===== src/cpex_pkg.sv =====
// constants, types and helpers shared by the channel parity exception block
package cpex_pkg;

	// clock and timing
	localparam int unsigned CLK_PERIOD_NS   = 40;
	localparam int unsigned REQUEST_N_A_TMO_NS  = 7800;
	// longest time, so round down
	localparam int unsigned REQUEST_N_A_TMO_CYC = REQUEST_N_A_TMO_NS / CLK_PERIOD_NS;
	localparam logic [7:0]  REQUEST_N_A_CNT_LAST = 8'(REQUEST_N_A_TMO_CYC - 1);
	localparam int unsigned CHANNEL_CHECK_N_MIN_NS     = 50;
	// least time, so round up
	localparam int unsigned CHANNEL_CHECK_N_MIN_CYC    =
		(CHANNEL_CHECK_N_MIN_NS + CLK_PERIOD_NS - 1) / CLK_PERIOD_NS;
	localparam logic [1:0]  CHANNEL_CHECK_N_HOLD_LAST  = 2'(CHANNEL_CHECK_N_MIN_CYC - 1);

	// configuration register indices
	localparam logic [2:0] REG_ID_LO = 3'h0;
	localparam logic [2:0] REG_ID_HI = 3'h1;
	localparam logic [2:0] REG_CTRL  = 3'h2;
	localparam logic [2:0] REG_BASE  = 3'h3;
	localparam logic [2:0] REG_STAT  = 3'h5;
	localparam logic [2:0] REG_CAUSE = 3'h6;

	// field positions
	localparam int unsigned CTRL_CARD_EN_BIT = 0;
	localparam int unsigned CTRL_PAR_EN_BIT  = 1;
	localparam int unsigned STAT_CHANNEL_CHECK_N_BIT    = 7;
	localparam int unsigned STAT_AVAIL_BIT   = 6;
	localparam int unsigned CAUSE_DPAR_BIT   = 0;
	localparam int unsigned CAUSE_APAR_BIT   = 1;
	localparam int unsigned CAUSE_TMO_BIT    = 2;
	localparam int unsigned CMD_SPACE_BIT    = 7;

	// reset values
	localparam logic [7:0] CTRL_RST  = 8'h00;
	localparam logic [7:0] BASE_RST  = 8'h00;
	localparam logic [7:0] STAT_RST  = 8'hc0;
	localparam logic [7:0] STAT_MASK = 8'hc0;
	localparam logic [7:0] CAUSE_RST = 8'h00;

	// card identity, value is arbitrary
	localparam logic [15:0] CARD_ID = 16'h5a3c;

	// address bytes used by a 16-bit i/o address
	localparam logic [3:0] IO_ADDR_MASK = 4'h3;

	// read-side parity enable driver states
	typedef enum logic [1:0] {DP_IDLE, DP_DRIVE, DP_RESTORE} cpex_dp_t;

	// odd parity bit for one byte
	function automatic logic cpex_odd_par(input logic [7:0] b);
		return ~(^b);
	endfunction : cpex_odd_par

	// valid byte lanes from the transfer control signals
	function automatic logic [3:0] cpex_byte_valid(input logic be_mode,
		input logic a0, input logic high_byte_enable_n_n, input logic [3:0] be_n);
		if (be_mode) begin
			return ~be_n;
		end
		return {2'b00, ~high_byte_enable_n_n, ~a0};
	endfunction : cpex_byte_valid

endpackage : cpex_pkg


===== src/cpex_ifs.sv =====
// interfaces between the parity checkers, the watchdog and the top
`timescale 1ns/1ps
interface cpex_par_if;
	logic [31:0] data;
	logic [3:0]  par;
	logic [3:0]  mask;
	logic        err;
	logic [3:0]  gen_par;
	modport chk (input data, input par, input mask,
		output err, output gen_par);
	modport src (output data, output par, output mask,
		input err, input gen_par);
endinterface : cpex_par_if

interface cpex_wd_if;
	logic req_active;
	logic expired;
	modport wd  (input req_active, output expired);
	modport mon (output req_active, input expired);
endinterface : cpex_wd_if


===== src/cpex_top.sv =====
// channel slave: parity checking, address-parity decode, channel check
//
// The address-and-strobe port and the placing of the registers were left to the implementer.
`timescale 1ns/1ps
// Overview of operation
// - streaming write channel check gated by parity enable
// - check parity only on lanes marked valid
// - data source supplies parity on every valid lane
// - write parity error: channel check, clear status bit
// - address parity valid with address, used bytes
// - address parity error blocks selection and feedback
// - address parity error: channel check, status unchanged
// - address commands run only with good parity
// - preemption timeout forces owner off the buses
// - slave reports exceptions by channel check pulse
// - parity disabled after reset, no checks then
// - writing one to status bit restores idle
module cpex_top
	import cpex_pkg::*;
(
	input  wire logic        i_ref_clk,
	input  wire logic        i_rst_n,
	input  wire logic [2:0]  i_reg_addr,
	input  wire logic [7:0]  i_reg_wdata,
	input  wire logic        i_reg_wr,
	input  wire logic        i_reg_rd,
	output logic      [7:0]  o_reg_rdata,
	input  wire logic        i_adl_n,
	input  wire logic [31:0] i_addr,
	input  wire logic [3:0]  i_addr_par,
	input  wire logic        i_addr_parity_enable_n,
	input  wire logic        i_mem_io,
	input  wire logic        i_write,
	input  wire logic        i_streaming,
	input  wire logic        i_cmd_n,
	input  wire logic        i_sd_strobe_n,
	input  wire logic [31:0] i_data,
	input  wire logic [3:0]  i_data_par,
	input  wire logic        i_data_parity_enable_n,
	input  wire logic        i_be_mode,
	input  wire logic        i_high_byte_enable_n,
	input  wire logic [3:0]  i_byte_enables_n,
	input  wire logic        i_arb_grant_state,
	input  wire logic        i_request_n_a,
	input  wire logic [31:0] i_user_rd_data,
	output logic             o_card_selected_feedback_n,
	output logic             o_channel_check_n,
	output logic             o_channel_check_oe,
	output logic             o_data_parity_enable_n,
	output logic             o_data_parity_enable_oe,
	output logic      [31:0] o_rd_data,
	output logic      [3:0]  o_rd_data_par,
	output logic             o_rd_data_oe,
	output logic             o_selected,
	output logic             o_cmd_go,
	output logic             o_wr_valid,
	output logic      [31:0] o_wr_data,
	output logic             o_wr_par_err
);
	logic [7:0]  ctrl_q, ctrl_d, base_q, base_d, stat_q, stat_d;
	logic [7:0]  cause_q, cause_d, rdata_q, rdata_d;
	logic        sel_q, sel_d, wr_q, wr_d, strm_q, strm_d;
	logic        csp_q, csp_d, cdfb_n_q, cdfb_n_d, go_q, go_d, cmd_n_q;
	logic        act_q, act_d, ck_oe_q, ck_oe_d, ck_n_q, ck_n_d;
	logic [1:0]  cnt_q, cnt_d;
	cpex_dp_t    dp_q, dp_d;
	logic        dpn_q, dpn_d, dpoe_q, dpoe_d, rdoe_q, rdoe_d;
	logic [31:0] rdd_q, rdd_d, wrd_q, wrd_d;
	logic [3:0]  rdp_q, rdp_d;
	logic        wrv_q, wrv_d, wpe_q, wpe_d;
	logic        par_en, card_en, addr_phase, addr_hit, apar_chk;
	logic        addr_err_ev, data_chk_cyc, data_err_ev, degate;
	logic        cmd_start, cmd_end, strm_wr, ck_gate, ck_hold;
	cpex_par_if apar_if ();
	cpex_par_if dpar_if ();
	cpex_par_if rpar_if ();
	cpex_wd_if  wd_if ();
	cpex_parity_chk u_apar (.p_if(apar_if.chk));
	cpex_parity_chk u_dpar (.p_if(dpar_if.chk));
	cpex_parity_chk u_rpar (.p_if(rpar_if.chk));
	cpex_request_n_a_wd u_wd (
		.i_ref_clk (i_ref_clk),
		.i_rst_n   (i_rst_n),
		.wd_if     (wd_if.wd)
	);

	// checker feeds; only the 16 i/o address bits need good parity
	assign apar_if.data = i_addr;
	assign apar_if.par  = i_addr_par;
	assign apar_if.mask = IO_ADDR_MASK;
	assign dpar_if.data = i_data;
	assign dpar_if.par  = i_data_par;
	assign dpar_if.mask = cpex_byte_valid(i_be_mode, i_addr[0],
		i_high_byte_enable_n, i_byte_enables_n);
	assign rpar_if.data = i_user_rd_data;
	assign rpar_if.par  = 4'h0;
	assign rpar_if.mask = 4'h0;
	assign wd_if.req_active = !i_request_n_a && sel_q;

	// decode terms and exception events
	assign par_en      = ctrl_q[CTRL_PAR_EN_BIT];
	assign card_en     = ctrl_q[CTRL_CARD_EN_BIT];
	assign addr_phase  = !i_adl_n;
	assign addr_hit    = card_en && !i_mem_io && (i_addr[15:8] == base_q);
	assign apar_chk    = par_en && !i_addr_parity_enable_n;
	// every i/o address is checked, ours or not
	assign addr_err_ev = addr_phase && !i_mem_io && apar_chk
		&& apar_if.err;
	assign cmd_start   = cmd_n_q && !i_cmd_n;
	assign cmd_end     = !cmd_n_q && i_cmd_n;
	assign data_chk_cyc = sel_q && wr_q && !i_cmd_n
		&& (strm_q ? !i_sd_strobe_n : 1'b1);
	assign data_err_ev = data_chk_cyc && par_en && !i_data_parity_enable_n
		&& dpar_if.err;
	assign degate      = i_arb_grant_state && wd_if.expired;
	assign strm_wr     = wr_q && strm_q;

	// selection and user strobes
	always_comb begin
		sel_d  = sel_q;
		wr_d   = wr_q;
		strm_d = strm_q;
		csp_d  = csp_q;
		if (degate) begin
			sel_d = 1'b0;
		end else if (addr_phase) begin
			// parity folded into decode: no select, no feedback
			sel_d  = addr_hit && !(apar_chk && apar_if.err);
			wr_d   = i_write;
			strm_d = i_streaming;
			csp_d  = i_addr[CMD_SPACE_BIT];
		end else if (cmd_end) begin
			sel_d = 1'b0;
		end
		cdfb_n_d = !sel_d;
		// selection already implies good address parity
		go_d  = sel_q && cmd_start && csp_q && wr_q;
		wrv_d = data_chk_cyc;
		wrd_d = i_data;
		wpe_d = data_err_ev;
		rdoe_d = sel_q && !wr_q && !i_cmd_n && !degate;
		rdd_d  = i_user_rd_data;
		rdp_d  = rpar_if.gen_par;
	end

	always_ff @(posedge i_ref_clk or negedge i_rst_n) begin
		if (!i_rst_n) begin
			{sel_q, wr_q, strm_q, csp_q} <= 4'h0;
			{cdfb_n_q, go_q, cmd_n_q} <= 3'h5;
			{wrv_q, wrd_q, wpe_q} <= 34'h0;
			{rdoe_q, rdd_q, rdp_q} <= 37'h0;
		end else begin
			{sel_q, wr_q, strm_q, csp_q} <= {sel_d, wr_d, strm_d, csp_d};
			{cdfb_n_q, go_q, cmd_n_q} <= {cdfb_n_d, go_d, i_cmd_n};
			{wrv_q, wrd_q, wpe_q} <= {wrv_d, wrd_d, wpe_d};
			{rdoe_q, rdd_q, rdp_q} <= {rdoe_d, rdd_d, rdp_d};
		end
	end

	// read parity enable: drive, then restore high before floating
	always_comb begin
		dp_d = dp_q;
		case (dp_q)
			DP_IDLE: begin
				if (sel_q && !wr_q && !i_cmd_n && par_en && !degate) begin
					dp_d = DP_DRIVE;
				end
			end
			DP_DRIVE: begin
				if (i_cmd_n || degate) begin
					dp_d = DP_RESTORE;
				end
			end
			default: begin
				dp_d = DP_IDLE;
			end
		endcase
		dpn_d  = (dp_d != DP_DRIVE);
		dpoe_d = (dp_d != DP_IDLE);
	end

	// channel check pulse; streaming writes hold it by parity enable
	always_comb begin
		ck_gate = strm_wr ? !i_data_parity_enable_n : 1'b1;
		ck_hold = strm_wr ? !i_data_parity_enable_n : !i_cmd_n;
		act_d = act_q;
		cnt_d = cnt_q;
		if (addr_err_ev || data_err_ev) begin
			act_d = 1'b1;
			cnt_d = CHANNEL_CHECK_N_HOLD_LAST;
		end else if (act_q) begin
			if (cnt_q != 2'b00) begin
				cnt_d = cnt_q - 2'b01;
			end else if (!ck_hold) begin
				act_d = 1'b0;
			end
		end
		ck_oe_d = act_d && ck_gate;
		ck_n_d  = !ck_oe_d;
	end

	always_ff @(posedge i_ref_clk or negedge i_rst_n) begin
		if (!i_rst_n) begin
			dp_q <= DP_IDLE;
			{dpn_q, dpoe_q} <= 2'b10;
			{act_q, cnt_q, ck_oe_q, ck_n_q} <= 5'h01;
		end else begin
			dp_q <= dp_d;
			{dpn_q, dpoe_q} <= {dpn_d, dpoe_d};
			{act_q, cnt_q} <= {act_d, cnt_d};
			{ck_oe_q, ck_n_q} <= {ck_oe_d, ck_n_d};
		end
	end

	// configuration registers; hardware error wins over a same-cycle write
	always_comb begin
		ctrl_d  = ctrl_q;
		base_d  = base_q;
		stat_d  = stat_q;
		cause_d = cause_q;
		rdata_d = 8'h00;
		if (i_reg_wr) begin
			if (i_reg_addr == REG_CTRL) begin
				ctrl_d = i_reg_wdata;
			end else if (i_reg_addr == REG_BASE) begin
				base_d = i_reg_wdata;
			end else if (i_reg_addr == REG_STAT) begin
				// a zero write is ignored rather than left undefined
				if (i_reg_wdata[STAT_CHANNEL_CHECK_N_BIT]) begin
					stat_d  = STAT_RST;
					cause_d = CAUSE_RST;
				end
			end
		end
		if (data_err_ev) begin
			stat_d[STAT_CHANNEL_CHECK_N_BIT]   = 1'b0;
			stat_d[STAT_AVAIL_BIT]  = 1'b0;
			cause_d[CAUSE_DPAR_BIT] = 1'b1;
		end
		if (addr_err_ev) begin
			cause_d[CAUSE_APAR_BIT] = 1'b1;
		end
		if (degate && sel_q) begin
			cause_d[CAUSE_TMO_BIT] = 1'b1;
		end
		if (i_reg_rd) begin
			if (i_reg_addr == REG_ID_LO) begin
				rdata_d = CARD_ID[7:0];
			end else if (i_reg_addr == REG_ID_HI) begin
				rdata_d = CARD_ID[15:8];
			end else if (i_reg_addr == REG_CTRL) begin
				rdata_d = ctrl_q;
			end else if (i_reg_addr == REG_BASE) begin
				rdata_d = base_q;
			end else if (i_reg_addr == REG_STAT) begin
				rdata_d = stat_q & STAT_MASK;
			end else if (i_reg_addr == REG_CAUSE) begin
				rdata_d = cause_q;
			end
		end
	end

	always_ff @(posedge i_ref_clk or negedge i_rst_n) begin
		if (!i_rst_n) begin
			{ctrl_q, base_q} <= {CTRL_RST, BASE_RST};
			{stat_q, cause_q, rdata_q} <= {STAT_RST, CAUSE_RST, 8'h00};
		end else begin
			{ctrl_q, base_q, stat_q} <= {ctrl_d, base_d, stat_d};
			{cause_q, rdata_q} <= {cause_d, rdata_d};
		end
	end

	// every output straight from a flip-flop
	assign o_reg_rdata               = rdata_q;
	assign o_card_selected_feedback_n = cdfb_n_q;
	assign o_channel_check_n         = ck_n_q;
	assign o_channel_check_oe        = ck_oe_q;
	assign o_data_parity_enable_n    = dpn_q;
	assign o_data_parity_enable_oe   = dpoe_q;
	assign o_rd_data                 = rdd_q;
	assign o_rd_data_par             = rdp_q;
	assign o_rd_data_oe              = rdoe_q;
	assign o_selected                = sel_q;
	assign o_cmd_go                  = go_q;
	assign o_wr_valid                = wrv_q;
	assign o_wr_data                 = wrd_q;
	assign o_wr_par_err              = wpe_q;
endmodule : cpex_top


===== src/cpex_parity_chk.sv =====
// byte-qualified parity checker and generator
`timescale 1ns/1ps
module cpex_parity_chk
	import cpex_pkg::*;
(
	cpex_par_if.chk p_if
);
	// only lanes in the mask can flag an error; parity is made on all lanes
	always_comb begin
		logic       e;
		logic [3:0] g;
		e = 1'b0;
		g = 4'h0;
		for (int i = 0; i < 4; i++) begin
			g[i] = cpex_odd_par(p_if.data[8*i +: 8]);
			e = e | (p_if.mask[i] & (p_if.par[i] != g[i]));
		end
		p_if.err     = e;
		p_if.gen_par = g;
	end
endmodule : cpex_parity_chk


===== src/cpex_request_n_a_wd.sv =====
// preemption watchdog: flags an owner that holds on too long
`timescale 1ns/1ps
module cpex_request_n_a_wd
	import cpex_pkg::*;
(
	input  wire logic i_ref_clk,
	input  wire logic i_rst_n,
	cpex_wd_if.wd     wd_if
);
	logic [7:0] cnt_q;
	logic [7:0] cnt_d;
	logic       exp_q;
	logic       exp_d;

	// saturating count of cycles with preemption pending
	always_comb begin
		cnt_d = cnt_q;
		exp_d = exp_q;
		if (!wd_if.req_active) begin
			cnt_d = 8'h00;
			exp_d = 1'b0;
		end else if (cnt_q == REQUEST_N_A_CNT_LAST) begin
			exp_d = 1'b1;
		end else begin
			cnt_d = cnt_q + 8'h01;
		end
	end

	always_ff @(posedge i_ref_clk or negedge i_rst_n) begin
		if (!i_rst_n) begin
			cnt_q <= 8'h00;
			exp_q <= 1'b0;
		end else begin
			cnt_q <= cnt_d;
			exp_q <= exp_d;
		end
	end

	assign wd_if.expired = exp_q;
endmodule : cpex_request_n_a_wd


===== config.mk =====
export PLATFORM = sky130hd
export DESIGN_NAME = cpex_top
export DESIGN_NICKNAME = d
export VERILOG_FILES = /design/src/cpex_pkg.sv /design/src/cpex_ifs.sv /design/src/cpex_top.sv /design/src/cpex_parity_chk.sv /design/src/cpex_request_n_a_wd.sv
export SDC_FILE = /design/constraint.sdc
export NUM_CORES = 1
export LEC_CHECK = 0
export ABC_CLOCK_PERIOD_IN_PS = 2600
export BUFFER_PORTS_ARGS = -buffer_cell sky130_fd_sc_hd__buf_2
export CAP_MARGIN = 20
export CORE_ASPECT_RATIO = 0.7
export CORE_UTILIZATION = 30
export CTS_CLUSTER_DIAMETER = 30
export DETAILED_ROUTE_END_ITERATION = 8
export MAX_ROUTING_LAYER = met4
export PLACE_DENSITY_LB_ADDON = 0.3
export SLEW_MARGIN = 15
export SYNTH_ARGS = -nofsm -noshare
export SYNTH_HDL_FRONTEND = slang
export SYNTH_SLANG_ARGS = --single-unit
export TNS_END_PERCENT = 50

===== constraint.sdc =====
create_clock -name i_ref_clk -period 2.6 [get_ports i_ref_clk]
set_input_delay 0.39 -clock i_ref_clk [delete_from_list [all_inputs] [get_ports i_ref_clk]]
set_output_delay 0.39 -clock i_ref_clk [all_outputs]
set_load 0.02 [all_outputs]

==> out/summary.txt <==
Outcome -> completed
HP Class -> primary input to flip-flop
Vias per inst -> 4.31
Row cnt -> 39
TritonCTS clock tree -> built
Worst-path clk slew -> 0.06 ns
Vias in the first global route -> 3622
Iter 0 DRT Violations -> 81
Type of origin of the critical path -> primary input
Post-synth top area share -> 59.4%
Total wire length -> 12500 um
Layout cells sized above 1 -> 45.1%
Share of synthesized flip-flops with an asynchronous set or reset -> 100%
Fmax -> 546 MHz
Antenna violations before repair -> 0
Synth cell types -> 42
Slew margin rel. -> 57.9%
Overall power -> 0.00560 W
RSZ-0062 raised after global routing -> false
Setup tns final -> 0 ns
Ys flop type -> dfrtp_1
Endpoint class of the critical path -> flip-flop
Synth Cell Area -> 5010 sq um
Pwr Density -> 806 nW/um^2
R2R Path Start -> o_selected$_DFF_PN0_
Synth-to-layout area growth -> 38.8%
Crit Path Max Fanout -> 8
Initial Utilization -> 30.7%
FILL cells -> 1568
Worst vdd rail ir drop -> 0.352 mV
Post-synth EDFFs -> 0
Critical path capture point -> cnt_q[0]$_DFFE_PN0P_
Fin cells -> 821
WL per Instance -> 15.3 um
Die width -> 156 um
Root Buffer Master -> clkbuf_16
Postcts setup bufs -> 0
Yosys reg bits -> 124
Min Tclk post-route -> 1.83 ns
Fin worst setup slack -> 0.769 ns
Max cap viols -> 0
GRT Total Usage -> 15.3%
Clk buf depth -> 2
Num Clock Sinks -> 124
Dpl ws -> 0.297 ns
Post-synth top area cell -> dfrtp_1
Clock skew -> 0.00783 ns
RR Endpoint -> o_channel_check_oe$_DFF_PN0_
Synth Net Count -> 500
IO Port Bufs -> 202
Pin count of the biggest net entering global routing -> 66
H-tree levels -> 4
Final Cycle Share -> 70.4%
Global-route wire length before repair -> 18800 um
Ant diodes -> 0
First-pass detailed-route iteration total -> 6
DP Cell Count -> 788
Die ar. -> 17200 sq um
Core area -> 16300 sq um
Ys Warns -> 0
Crit path from -> i_data[18]
Most common cell in the synthesized netlist -> dfrtp_1
Critical Path RT -> 2.88 ns
Synthesized area per cell -> 13.8 sq um
Count of final hold-check violations -> 0
Utilization after layout -> 42.7%
Max-slew violations -> 0
Drt drc -> 0
Worst-skew pair later-pin latency -> 0.41 ns
Top post-synthesis cells by area -> dfrtp_1 (59%), xnor2_1 (9.8%), mux2_2 (4.7%)
WS Path Type -> primary input to flip-flop
Overflow left after global routing -> 0
Endpoints failing setup -> 0
R2R Setup Slk -> 0.82 ns
Synthesized netlist cell count -> 362
TritonCTS Buffers -> 17
WP data arrival -> 2.12 ns
IO Pins -> 221
HPWL Detailed -> 9550 um
Reg2Reg Depth -> 5
Final GP Congestion -> 0.788
Post-route ant nets -> 0
Routed via count -> 3542
Seq/Total Area, Yosys -> 62.1%
Slew @ Worst Pin -> 0.632 ns
Leak -> 3.39 nW
Die H -> 110 um
Most common library cells after synthesis -> dfrtp_1 (119), xnor2_1 (56), nor2_1 (25)
Nets -> 721
==> area by class of cell <==
| type | instances | area (sq um) | area share (%) |
|---|---|---|---|
| timing repair buffer | 208 | 1070 | 15.4 |
| tap | 225 | 282 | 4.05 |
| sequential | 124 | 3110 | 44.7 |
| clock inverter | 15 | 188 | 2.70 |
| multi-input combinational | 222 | 1840 | 26.5 |
| inverter | 10 | 37.5 | 0.540 |
| clock buffer | 17 | 425 | 6.12 |
==> logic make-up (layout without fill, tap and decap cells) <==
family / count (synthesis) / count (layout) / share of synthesized area [%]
DFF: 124 / 124 / 62.1
adders and majority gates: 3 / 3 / 0.749
muxes: 30 / 30 / 6.59
and+or+nand+nor: 75 / 75 / 7.59
AOI/OAI and AO/OA: 37 / 37 / 5.29
buffers and inverters: 16 / 250 / 1.20
xor gates and xnor gates: 77 / 77 / 16.5
==> state kept, by name (all words and copies together), names as in the netlist, 2 cells and up <==
register / count
ctrl_q: 8
base_q: 8
o_wr_data: 32
dp_q: 2
cnt_q: 2
o_reg_rdata: 8
o_rd_data: 32
cause_q: 3
u_wd.cnt_q: 8
o_rd_data_par: 4
==> worst min-delay path by stage <==
stage,startpoint,to,cells after the start
2_1_floorplan,i_rst_n,act_q$_DFF_PN0_,0
3_3_place_gp,i_rst_n,o_wr_data[22]$_DFF_PN0_,1
3_5_place_dp,i_rst_n,o_wr_data[18]$_DFF_PN0_,1
4_1_cts,i_data[17],o_wr_data[17]$_DFF_PN0_,1
5_1_grt,i_user_rd_data[25],o_rd_data[25]$_DFF_PN0_,1
6_report,i_data[17],o_wr_data[17]$_DFF_PN0_,1
==> where the power goes <==
group / switching (W) / internal, W / leakage (nW)
clock: 0.000928 / 0.00152 / 0.291
sequential: 0.0000968 / 0.00212 / 1.51
combinational: 0.000483 / 0.000452 / 1.60
==> stage by stage <==
step | hold slack [ns] | area (sq um)
global route | 0.0794 | 6960
finish | 0.0968 | 6960
global placement | 0.225 | 6330
detailed placement | 0.228 | 6330
CTS | 0.0780 | 6960
floorplan | 0.0944 | 5010
==> timing repair <==
action                                 in CTS  in global routing
gates resized for setup                     0                  0
endpoints found under the hold margin       8                  0
hold buffers                                1                  0
==> cell usage in the layout, fill, tap and decap left out, types with 3 or more instances in the layout <==
master	synthesis	routed
a21boi_0	3	3
a21oi_1	12	12
and2_1	3	3
and3_1	3	3
buf_2	0	201
buf_4	0	5
bufinv_16	0	3
clkbuf_16	0	17
clkinv_4	0	4
clkinvlp_4	0	3
dfrtp_1	119	119
dfstp_2	5	5
ha_1	3	3
inv_1	10	10
inv_6	0	4
mux2_2	21	21
mux2i_1	8	8
nand2_1	10	10
nand2b_1	5	5
nand3_1	6	6
nand4_1	3	3
nor2_1	25	25
nor2b_1	7	7
nor3_1	3	3
o21ai_0	6	6
or3_1	3	3
xnor2_1	56	56
xnor3_1	10	10
xor2_1	10	10
==> metal layers <==
layer | track usage (%) | up-vias | share of wire [%]
met5 | - | - | 0
li1 | - | 1660 | -
met4 | 7.35 | 0 | 2.0
met1 | 18.7 | 1734 | 45
met3 | 4.65 | 19 | 5.6
met2 | 23.5 | 129 | 47
==> worst max-delay path: stages <==
cell     delay, ns
buf_2         0.12
xor2_1        0.17
xnor3_1       0.44
mux2i_1       0.21
a41oi_2       0.32
or3_1         0.46
Power figures use the tool's default switching activity.
